$ cat src/inc/omr_pkg.sv
// Package of addresses, field positions, reset values and state types for the output mixer control bank.
`default_nettype none

package omr_pkg;

  // ==========================================================================
  // Register addresses on the control port
  // ==========================================================================
  localparam logic [6:0] ADDR_OUTPUT_POWER_ENABLES = 7'h03;
  localparam logic [6:0] ADDR_LINE_OUTPUT_MUTES    = 7'h2a;

  // Mixer order in every per-mixer table: 0 left line, 1 right line, 2 left speaker, 3 right speaker.
  localparam int unsigned NUM_MIXERS = 4;
  localparam logic [3:0][6:0] ADDR_MIXER_SELECT = {7'h2c, 7'h2b, 7'h32, 7'h31};
  localparam logic [3:0][6:0] ADDR_MIXER_ATTEN  = {7'h2e, 7'h2d, 7'h34, 7'h33};

  // ==========================================================================
  // Field positions
  // ==========================================================================
  localparam int unsigned BIT_LEFT_SPK_MIXER_ON       = 2;
  localparam int unsigned BIT_RIGHT_SPK_MIXER_ON      = 3;
  localparam int unsigned BIT_LEFT_SPK_MIXER_SILENCE  = 4;
  localparam int unsigned BIT_RIGHT_SPK_MIXER_SILENCE = 5;
  localparam int unsigned BIT_LEFT_LINE_OUT_SILENCE   = 8;
  localparam int unsigned BIT_RIGHT_LINE_OUT_SILENCE  = 9;

  // Source positions in the select registers of all four mixers; the attenuation registers use all but the two inverted-DAC ones.
  localparam int unsigned BIT_SRC_BYPASS   = 6;
  localparam int unsigned BIT_SRC_INV_LDAC = 5;
  localparam int unsigned BIT_SRC_INV_RDAC = 4;
  localparam int unsigned BIT_SRC_LDAC     = 3;
  localparam int unsigned BIT_SRC_RDAC     = 2;
  localparam int unsigned BIT_SRC_AUX2     = 1;
  localparam int unsigned BIT_SRC_AUX1     = 0;

  // ==========================================================================
  // Values after reset
  // ==========================================================================
  localparam logic       RST_SPK_MIXER_ON      = 1'b0;
  localparam logic       RST_SPK_MIXER_SILENCE = 1'b1;
  localparam logic       RST_LINE_OUT_SILENCE  = 1'b1;
  localparam logic [6:0] RST_MIXER_SELECT      = 7'h00;
  localparam logic [4:0] RST_MIXER_ATTEN       = 5'h00;
  localparam logic [15:0] RST_READ_DATA        = 16'h0000;

  // ==========================================================================
  // State types
  // ==========================================================================
  // Attenuation bits held packed as {bypass, left dac, right dac, aux2, aux1}.
  typedef struct packed {
    logic [6:0] select;
    logic [4:0] atten;
  } omr_mix_s;

  typedef struct packed {
    logic        left_spk_mixer_on;
    logic        right_spk_mixer_on;
    logic        left_spk_mixer_silence;
    logic        right_spk_mixer_silence;
    logic        left_line_out_silence;
    logic        right_line_out_silence;
    logic [15:0] read_data;
    logic        read_valid;
  } omr_top_s;

endpackage

`default_nettype wire

$ cat src/core/omr_mixer_regs.sv
// Select and attenuation register pair for one analogue output mixer.
`timescale 1ns/10ps
`default_nettype none

module omr_mixer_regs
(
  input  wire logic        clk,
  input  wire logic        arst_n,
  input  wire logic        select_wr,
  input  wire logic        atten_wr,
  input  wire logic [15:0] wdata,
  output logic [6:0]       select_q,
  output logic [6:0]       path_cut_q,
  output logic [15:0]      select_rd,
  output logic [15:0]      atten_rd
);

  // ==========================================================================
  // State
  // ==========================================================================
  omr_pkg::omr_mix_s state_q;
  omr_pkg::omr_mix_s state_d;

  // Only the seven source bits and five attenuation bits are stored; the rest of a write is dropped.
  always_comb
  begin
    state_d = state_q;
    if (select_wr)
    begin
      state_d.select = wdata[6:0];
    end
    if (atten_wr)
    begin
      state_d.atten = {wdata[omr_pkg::BIT_SRC_BYPASS],
                       wdata[omr_pkg::BIT_SRC_LDAC],
                       wdata[omr_pkg::BIT_SRC_RDAC],
                       wdata[omr_pkg::BIT_SRC_AUX2],
                       wdata[omr_pkg::BIT_SRC_AUX1]};
    end
  end

  // Register the whole state; all sources disabled and at 0dB after reset.
  always_ff @(posedge clk or negedge arst_n)
  begin
    if (!arst_n)
    begin
      state_q.select <= omr_pkg::RST_MIXER_SELECT;
      state_q.atten  <= omr_pkg::RST_MIXER_ATTEN;
    end
    else
    begin
      state_q <= state_d;
    end
  end

  // ==========================================================================
  // Outputs
  // ==========================================================================
  // One DAC attenuation bit drives both the direct and the inverted path from that DAC.
  assign select_q   = state_q.select;
  assign path_cut_q = {state_q.atten[4],
                       state_q.atten[3],
                       state_q.atten[2],
                       state_q.atten[3],
                       state_q.atten[2],
                       state_q.atten[1],
                       state_q.atten[0]};

  // Read views; bits without a field read as zero.
  assign select_rd = {9'h000, state_q.select};
  assign atten_rd  = {9'h000, state_q.atten[4], 2'b00, state_q.atten[3:0]};

endmodule

`default_nettype wire

$ cat src/core/omr_output_mixer_ctrl.sv
// Control register bank for the line output and speaker PGA mixers: enables, mutes, sources and attenuation.
//
// Overview of operation
// - Power register bit 3 enables right speaker mixer.
// - Power register bit 2 enables left speaker mixer.
// - Output register bits 8/9 mute left/right line.
// - All mixer and line mutes reset muted.
// - Left line select: bypass, inverted DACs, DACs, aux.
// - Left line attenuation bits choose -6dB per source.
// - Right line select uses same seven-bit layout.
// - Right line attenuation bits choose -6dB per source.
// - DAC attenuation covers direct and inverted paths.
// - Power register bits 4/5 mute speaker mixers.
// - Left speaker select uses seven-bit source layout.
// - Left speaker attenuation bits choose -6dB per source.
// - Right speaker select uses same seven-bit layout.
// - Right speaker attenuation bits choose -6dB per source.
`timescale 1ns/10ps
`default_nettype none

module omr_output_mixer_ctrl
(
  input  wire logic        SYS_CLK,
  input  wire logic        ARST_N,
  input  wire logic [6:0]  REG_ADDR,
  input  wire logic [15:0] REG_WDATA,
  input  wire logic        REG_WR,
  input  wire logic        REG_RD,
  output logic [15:0]      REG_RDATA,
  output logic             REG_RVALID,
  output logic             LEFT_SPK_MIXER_ON,
  output logic             RIGHT_SPK_MIXER_ON,
  output logic             LEFT_SPK_MIXER_SILENCE,
  output logic             RIGHT_SPK_MIXER_SILENCE,
  output logic             LEFT_LINE_OUT_SILENCE,
  output logic             RIGHT_LINE_OUT_SILENCE,
  output logic [6:0]       LEFT_LINE_MIXER_SRC,
  output logic [6:0]       LEFT_LINE_MIXER_CUT,
  output logic [6:0]       RIGHT_LINE_MIXER_SRC,
  output logic [6:0]       RIGHT_LINE_MIXER_CUT,
  output logic [6:0]       LEFT_SPK_MIXER_SRC,
  output logic [6:0]       LEFT_SPK_MIXER_CUT,
  output logic [6:0]       RIGHT_SPK_MIXER_SRC,
  output logic [6:0]       RIGHT_SPK_MIXER_CUT
);

  // ==========================================================================
  // Per-mixer register pairs
  // ==========================================================================
  logic [3:0][6:0]  mix_src;
  logic [3:0][6:0]  mix_cut;
  logic [3:0][15:0] mix_sel_rd;
  logic [3:0][15:0] mix_att_rd;
  logic [3:0]       mix_sel_hit;
  logic [3:0]       mix_att_hit;

  // One register pair per mixer, picked out by its own pair of addresses.
  genvar gi;
  generate
    for (gi = 0; gi < omr_pkg::NUM_MIXERS; gi++)
    begin : g_mixer
      assign mix_sel_hit[gi] = (REG_ADDR == omr_pkg::ADDR_MIXER_SELECT[gi]);
      assign mix_att_hit[gi] = (REG_ADDR == omr_pkg::ADDR_MIXER_ATTEN[gi]);

      omr_mixer_regs u_regs
      (
        .clk        (SYS_CLK),
        .arst_n     (ARST_N),
        .select_wr  (REG_WR && mix_sel_hit[gi]),
        .atten_wr   (REG_WR && mix_att_hit[gi]),
        .wdata      (REG_WDATA),
        .select_q   (mix_src[gi]),
        .path_cut_q (mix_cut[gi]),
        .select_rd  (mix_sel_rd[gi]),
        .atten_rd   (mix_att_rd[gi])
      );
    end
  endgenerate

  // ==========================================================================
  // Enable, mute and read state
  // ==========================================================================
  omr_pkg::omr_top_s state_q;
  omr_pkg::omr_top_s state_d;
  logic              hit_power;
  logic              hit_mutes;

  assign hit_power = (REG_ADDR == omr_pkg::ADDR_OUTPUT_POWER_ENABLES);
  assign hit_mutes = (REG_ADDR == omr_pkg::ADDR_LINE_OUTPUT_MUTES);

  // Writes update only the listed fields; a read is answered one cycle later from the
  // values held before any write in the same cycle, so a read never sees a half-taken write.
  always_comb
  begin
    state_d            = state_q;
    state_d.read_valid = REG_RD;
    if (REG_WR && hit_power)
    begin
      state_d.right_spk_mixer_on      = REG_WDATA[omr_pkg::BIT_RIGHT_SPK_MIXER_ON];
      state_d.left_spk_mixer_on       = REG_WDATA[omr_pkg::BIT_LEFT_SPK_MIXER_ON];
      state_d.left_spk_mixer_silence  = REG_WDATA[omr_pkg::BIT_LEFT_SPK_MIXER_SILENCE];
      state_d.right_spk_mixer_silence = REG_WDATA[omr_pkg::BIT_RIGHT_SPK_MIXER_SILENCE];
    end
    if (REG_WR && hit_mutes)
    begin
      state_d.left_line_out_silence  = REG_WDATA[omr_pkg::BIT_LEFT_LINE_OUT_SILENCE];
      state_d.right_line_out_silence = REG_WDATA[omr_pkg::BIT_RIGHT_LINE_OUT_SILENCE];
    end
    if (REG_RD)
    begin
      state_d.read_data = omr_pkg::RST_READ_DATA;
      if (hit_power)
      begin
        state_d.read_data[omr_pkg::BIT_RIGHT_SPK_MIXER_ON]      = state_q.right_spk_mixer_on;
        state_d.read_data[omr_pkg::BIT_LEFT_SPK_MIXER_ON]       = state_q.left_spk_mixer_on;
        state_d.read_data[omr_pkg::BIT_LEFT_SPK_MIXER_SILENCE]  = state_q.left_spk_mixer_silence;
        state_d.read_data[omr_pkg::BIT_RIGHT_SPK_MIXER_SILENCE] = state_q.right_spk_mixer_silence;
      end
      if (hit_mutes)
      begin
        state_d.read_data[omr_pkg::BIT_LEFT_LINE_OUT_SILENCE]  = state_q.left_line_out_silence;
        state_d.read_data[omr_pkg::BIT_RIGHT_LINE_OUT_SILENCE] = state_q.right_line_out_silence;
      end
      for (int i = 0; i < omr_pkg::NUM_MIXERS; i++)
      begin
        if (mix_sel_hit[i])
        begin
          state_d.read_data = mix_sel_rd[i];
        end
        if (mix_att_hit[i])
        begin
          state_d.read_data = mix_att_rd[i];
        end
      end
    end
  end

  // Everything is silent and the speaker mixers are off after reset.
  always_ff @(posedge SYS_CLK or negedge ARST_N)
  begin
    if (!ARST_N)
    begin
      state_q.left_spk_mixer_on       <= omr_pkg::RST_SPK_MIXER_ON;
      state_q.right_spk_mixer_on      <= omr_pkg::RST_SPK_MIXER_ON;
      state_q.left_spk_mixer_silence  <= omr_pkg::RST_SPK_MIXER_SILENCE;
      state_q.right_spk_mixer_silence <= omr_pkg::RST_SPK_MIXER_SILENCE;
      state_q.left_line_out_silence   <= omr_pkg::RST_LINE_OUT_SILENCE;
      state_q.right_line_out_silence  <= omr_pkg::RST_LINE_OUT_SILENCE;
      state_q.read_data               <= omr_pkg::RST_READ_DATA;
      state_q.read_valid              <= 1'b0;
    end
    else
    begin
      state_q <= state_d;
    end
  end

  // ==========================================================================
  // Outputs
  // ==========================================================================
  // Static levels into the analogue fabric. Enabling a mixer does not check the reference or
  // bias state; software owns that ordering.
  assign REG_RDATA               = state_q.read_data;
  assign REG_RVALID              = state_q.read_valid;
  assign LEFT_SPK_MIXER_ON       = state_q.left_spk_mixer_on;
  assign RIGHT_SPK_MIXER_ON      = state_q.right_spk_mixer_on;
  assign LEFT_SPK_MIXER_SILENCE  = state_q.left_spk_mixer_silence;
  assign RIGHT_SPK_MIXER_SILENCE = state_q.right_spk_mixer_silence;
  assign LEFT_LINE_OUT_SILENCE   = state_q.left_line_out_silence;
  assign RIGHT_LINE_OUT_SILENCE  = state_q.right_line_out_silence;
  assign LEFT_LINE_MIXER_SRC     = mix_src[0];
  assign LEFT_LINE_MIXER_CUT     = mix_cut[0];
  assign RIGHT_LINE_MIXER_SRC    = mix_src[1];
  assign RIGHT_LINE_MIXER_CUT    = mix_cut[1];
  assign LEFT_SPK_MIXER_SRC      = mix_src[2];
  assign LEFT_SPK_MIXER_CUT      = mix_cut[2];
  assign RIGHT_SPK_MIXER_SRC     = mix_src[3];
  assign RIGHT_SPK_MIXER_CUT     = mix_cut[3];

endmodule

`default_nettype wire

$ cat config.mk
export PLATFORM = sky130hd
export DESIGN_NAME = omr_output_mixer_ctrl
export DESIGN_NICKNAME = d
export VERILOG_FILES = /design/src/inc/omr_pkg.sv /design/src/core/omr_mixer_regs.sv /design/src/core/omr_output_mixer_ctrl.sv
export SDC_FILE = /design/constraint.sdc
export NUM_CORES = 1
export LEC_CHECK = 0
export ABC_AREA = 1
export CELL_PAD_IN_SITES_DETAIL_PLACEMENT = 1
export CELL_PAD_IN_SITES_GLOBAL_PLACEMENT = 2
export CORE_MARGIN = 2
export CORE_UTILIZATION = 35
export DETAILED_ROUTE_END_ITERATION = 7
export DONT_BUFFER_PORTS = 1
export PLACE_DENSITY = 0.75
export SETUP_SLACK_MARGIN = 0.15
export SLEW_MARGIN = 20
export SYNTH_ARGS = -nofsm -noshare
export SYNTH_HDL_FRONTEND = slang
export SYNTH_SLANG_ARGS = --single-unit
$ cat constraint.sdc
create_clock -name SYS_CLK -period 1.1 [get_ports SYS_CLK]
set_input_delay 0.055 -clock SYS_CLK [delete_from_list [all_inputs] [get_ports SYS_CLK]]
set_output_delay 0.055 -clock SYS_CLK [all_outputs]
set_load 0.01 [all_outputs]
# [Yosys cells after proc, flatten, opt, wreduce, memory -nomap -nowiden]
# Cells that the tools add are included.
[word_totals] register_bits=71 out_inout_bits=79
[op_classes] n_reduce_logical=10 eq_ne=10 n_mux=10
[op_table] op="$mux 16" count=7
[op_table] op="$eq 7x6->1 const B" count=9
[op_table] op="$logic_and 1x1->1" count=10
[op_table] op="$mux 10" count=1
[op_table] op="$eq 7x2->1 const B" count=1
[op_table] op="$mux 4" count=1
[op_table] op="$mux 2" count=1

# [Depth between registers and ports, before layout]
[depth] depth_word=10 depth_mapped=12

# [Hierarchy]
# From an unflattened synthesis, not the netlist that was laid out.
[hier_totals] cells_unflattened=705 hier_area_um2=5004.8
[modules_own_cells] module="omr_mixer_regs" cells_per_inst=86 seq_area_each_um2=300.3 instances=4 area_each_um2=713.2
[modules_own_cells] module="omr_output_mixer_ctrl" cells_per_inst=361 seq_area_each_um2=580.6 instances=1 area_each_um2=2152.1

# [Least setup slack after synthesis]
# Ideal clock, no wire load.
[synth_path] path_type="in2reg" start="in REG_ADDR[4]" end="reg g_mixer[3].u_regs.state_q (netlist bit g_mixer[3].u_regs.select_q[6])" t_required_ns=0.979 n_path_buf=1 slack_ns=-0.047 t_arrival_ns=1.026 setup_ns=0.121 stages=7 path_cell_list="nor3_4 -> nand3_2 -> nor3_4 -> nand2_2 -> buf_6 -> nand2_1 -> o21ai_2"
[synth_between] elab_chain_len=2
[synth_rtl] item="from (decl)" line="omr_output_mixer_ctrl.sv:25" source="input wire logic [6:0] REG_ADDR,"
[synth_rtl] item="$eq 7x6->1" line="omr_output_mixer_ctrl.sv:62" source="assign mix_sel_hit[gi] = (REG_ADDR == omr_pkg::ADDR_MIXER_SELECT[gi]);"
[synth_rtl] item="$logic_and 1x1->1" line="omr_output_mixer_ctrl.sv:69" source=".select_wr (REG_WR && mix_sel_hit[gi]),"
[synth_rtl] item="to (signal assigned)" line="omr_mixer_regs.sv:52" source="state_q <= state_d;"
[synth_rtl] item="to (decl)" line="omr_mixer_regs.sv:21" source="omr_pkg::omr_mix_s state_q;"
# No other way between the ends.
# A chain may end at the register's enable or synchronous reset.

# [Worst setup path after layout]
[layout_path] start="reg g_mixer[0].u_regs.state_q (netlist bit g_mixer[0].u_regs.select_q[2])" end="reg state_q (netlist bit REG_RDATA[2])"
[layout_between] elab_chain_len=8
[layout_rtl] item="from (decl)" line="omr_mixer_regs.sv:21"
[layout_rtl] item="from (signal assigned)" line="omr_mixer_regs.sv:52"
[layout_rtl] item="$mux 10" line="omr_output_mixer_ctrl.sv:126" source="if (mix_sel_hit[i])"
[layout_rtl] item="$mux 16" line="omr_output_mixer_ctrl.sv:130" source="if (mix_att_hit[i])"
[layout_rtl] item="$mux 16" line="omr_output_mixer_ctrl.sv:126"
[layout_rtl] item="$mux 16" line="omr_output_mixer_ctrl.sv:130"
[layout_rtl] item="$mux 16" line="omr_output_mixer_ctrl.sv:126"
[layout_rtl] item="$mux 16" line="omr_output_mixer_ctrl.sv:130"
[layout_rtl] item="$mux 16" line="omr_output_mixer_ctrl.sv:126"
[layout_rtl] item="$mux 16" line="omr_output_mixer_ctrl.sv:130"
[layout_rtl] item="to (signal assigned)" line="omr_output_mixer_ctrl.sv:154" source="state_q <= state_d;"
[layout_rtl] item="to (decl)" line="omr_output_mixer_ctrl.sv:83" source="omr_pkg::omr_top_s state_q;"
# No other way between the ends.

==> summary.md <==
| Metric | Value |
|---|---|
| Final Cycle Share | `105%` |
| # setup viols final | `2` |
| Share of the synthesized area in the top cell type | `47.7%` |
| Cell count after synthesis | `388` |
| Maximum vdd drop | `0.575 mV` |
| Clock slew at reported path FFs | `0.07 ns` |
| Seq/Total Area, Yosys | `51.0%` |
| Minimum clock period | `1.16 ns` |
| Synth Cell Area | `3150 um2` |
| WL per Instance | `17.5 um` |
| GRT Util Overall | `21.0%` |
| Post-synth EDFFs | `0` |
| DP Wirelength | `7000 um` |
| Seq cells post-synth | `64` |
| Critical Path AT | `1.40 ns` |
| Most frequent cell after synthesis | `nand2_1` |
| Port-buffer cells | `0` |
| Synth unique cells | `24` |
| CTS tree | `done` |
| Setup CP Type | `flop to flop` |
| Worst R2R End | `REG_RDATA[2]$_DFFE_PN0P_` |
| Clock sink count | `64` |
| Clock buffer depth | `2` |
| Via count | `2787` |
| First-pass DRT Iterations | `4` |
| Synth top cells by count | `nand2_1, dfrtp_1, o21ai_0` |
| Total Power | `5.44 mW` |
| Routed WL | `10000 um` |
| Min Hold Slack | `-0.603 ns` |
| I/O pin cnt | `106` |
| Placed cells | `535` |
| Chip width | `98.8 um` |
| Vias in the first global route | `3015` |
| Die Ht | `98.8 um` |
| Layout cells sized above 1 | `31.0%` |
| # nets final | `487` |
| Final cell count without fillers | `573` |
| Setup TNS | `-0.0583 ns` |
| Post-Syn Area per Cell | `8.11 um2` |
| Detailed Route Iter0 Violations | `112` |
| Status | `finished, violations left` |
| Cell taking the most area after synthesis | `dfrtp_1` |
| Setup ws final | `-0.0577 ns` |
| R2R cell count | `8` |
| Diode count | `0` |
| Initial Util | `36.1%` |
| Final hold viol count | `74` |
| DRT antenna net count | `0` |
| CP Capture Type | `flop` |
| Final Util | `48.5%` |
| # rows | `34` |
| Top cells by area, synth | `dfrtp_1, nand2_1, o21ai_0` |
| # DRC | `0` |
| Fmax | `864 MHz` |
| Placer Congestion | `0.771` |
| H-tree depth | `3` |
| TritonCTS Buffers | `9` |
| Gr ovfl total | `0` |
| Antenna violations before repair | `0` |
| Post-synth ARST share | `100%` |
| Via/cell ratio | `4.86` |
| Top_reg_cell synth | `dfrtp_1` |
| Synthesis-to-finish area growth | `34.5%` |
| Leak pwr | `2.12 nW` |
| Hold Crit Class | `input port to async pin` |
| Max-Cap Viols | `0` |
| Power Density | `1290 nW/um2` |
| Die Footprint | `9770 um2` |
| Critical Path RT | `1.35 ns` |
| Clk_lat worst skew | `0.34 ns` |
| Clock Tree Root | `clkbuf_8` |
| Yosys warning total | `0` |
| Reg2Reg Setup Slack | `-0.06 ns` |
| Worst-path maximum fanout | `2` |
| Violated checks | `hold timing, setup timing` |
| Crit start category | `flop` |
| RSZ-0062 raised after global routing | `yes` |
| Max-slew violation count | `0` |
| Worst Skew | `0.00692 ns` |
| Area of the core | `8720 um2` |
| Crit Reg-Reg Startpoint | `g_mixer[0].u_regs.select_q[2]$_DFFE_PN0P_` |
| Largest net degree at the start of global routing | `65` |
| Global-route wire length before repair | `15800 um` |
-- how the worst max path moves through the flow --
stage,startpoint,to,depth (start not counted)
after CTS,g_mixer[0].u_regs.atten_rd[3]$_DFFE_PN0P_,REG_RDATA[3]$_DFFE_PN0P_,8
after floorplan,REG_ADDR[4],g_mixer[3].u_regs.select_q[6]$_DFFE_PN0P_,7
after global placement,REG_ADDR[4],REG_RDATA[0]$_DFFE_PN0P_,8
final,g_mixer[0].u_regs.select_q[2]$_DFFE_PN0P_,REG_RDATA[2]$_DFFE_PN0P_,8
after detailed placement,REG_ADDR[5],REG_RDATA[0]$_DFFE_PN0P_,9
after global routing,LEFT_SPK_MIXER_ON$_DFFE_PN0P_,REG_RDATA[2]$_DFFE_PN0P_,8
-- per-layer routing --
| layer | global-route usage [%] | wire (um) | up-vias |
|---|---|---|---|
| met5 | 0 | 0 | - |
| met4 | 6.53 | 109 | 0 |
| met3 | 5.82 | 731 | 10 |
| li1 | - | - | 1342 |
| met1 | 26.5 | 4330 | 1367 |
| met2 | 35.0 | 4880 | 68 |
-- cells in the final DEF (no fill, tap or decap), types with 3 or more instances in the layout --
| master | netlist | final |
|---|---|---|
| dlygate4sd3_1 | 0 | 10 |
| nand2_4 | 0 | 3 |
| nand3_2 | 1 | 9 |
| buf_4 | 15 | 17 |
| dfrtp_1 | 60 | 60 |
| buf_6 | 3 | 46 |
| conb_1 | 1 | 7 |
| inv_2 | 0 | 6 |
| nand2_2 | 2 | 9 |
| nand2_1 | 122 | 112 |
| o21ai_0 | 50 | 39 |
| o21ai_2 | 7 | 11 |
| inv_1 | 45 | 39 |
| o21ai_1 | 1 | 8 |
| nor2_2 | 1 | 3 |
| nor2_4 | 1 | 3 |
| dfstp_2 | 4 | 4 |
| or2_2 | 10 | 10 |
| clkbuf_1 | 1 | 3 |
| nand3_1 | 22 | 14 |
| nor2_1 | 30 | 26 |
| clkbuf_8 | 0 | 10 |
-- through the flow --
stage / worst slack [ns] / area [um2]
6_report: -0.0577 / 4230
5_1_grt: -0.179 / 4230
4_1_cts: -0.0411 / 4000
3_5_place_dp: -0.140 / 3610
3_3_place_gp: -0.108 / 3610
2_1_floorplan: -0.0470 / 3210
-- worst max-delay path, stage by stage, from the launching register on --
cell     delay (ns)
dfrtp_1        0.39
nand3_1        0.11
nand3_1        0.11
nor2_1         0.12
nand2_1        0.10
nand2_1        0.07
nand3_1        0.06
nand2_1        0.06
inv_1          0.03
-- cells by family (layout without fill, tap and decap cells) --
kind of cell | Yosys count | after routing | synth area share, %
other cells | 1 | 7 | 0.119
compound gates | 62 | 62 | 10.7
simple gates | 193 | 193 | 27.0
buf+inv | 66 | 137 | 10.5
mux | 2 | 2 | 0.715
flops | 64 | 64 | 51.0
-- final cells by class --
class	instances	area (um2)
clock buffers	13	149
inverters	45	169
well taps	108	135
multi-input cells	264	1360
flip-flops and latches	64	1610
repair buffers	76	798
clock inverters	3	17.5
fillers	1023	4490
-- flip-flops by register name, indices dropped and copies added (netlist names) --
register	count
REG_RDATA	9
LEFT_SPK_MIXER_SILENCE	1
RIGHT_SPK_MIXER_ON	1
g_mixer.u_regs.atten_rd	20
RIGHT_SPK_MIXER_SILENCE	1
LEFT_LINE_OUT_SILENCE	1
g_mixer.u_regs.select_q	28
RIGHT_LINE_OUT_SILENCE	1
REG_RVALID	1
LEFT_SPK_MIXER_ON	1
-- report_power, final --
| part | internal [mW] | switching [mW] | leakage, nW |
|---|---|---|---|
| Combinational | 0.447 | 0.424 | 1.20 |
| Sequential | 2.55 | 0.190 | 0.833 |
| Clock | 0.876 | 0.955 | 0.0834 |
| Total | 3.87 | 1.57 | 2.12 |
-- what timing repair did --
| item | 4_1_cts | 5_1_grt |
|---|---|---|
| hold buffers | 10 | 1 |
| setup buffers | 2 | 9 |
| endpoints found under the hold margin | 104 | 76 |
| endpoints found under the setup margin | 36 | 77 |
| pin swaps | 13 | 18 |
| gates resized for setup | 31 | 53 |
No activity file was read; power rests on OpenSTA's default activity.
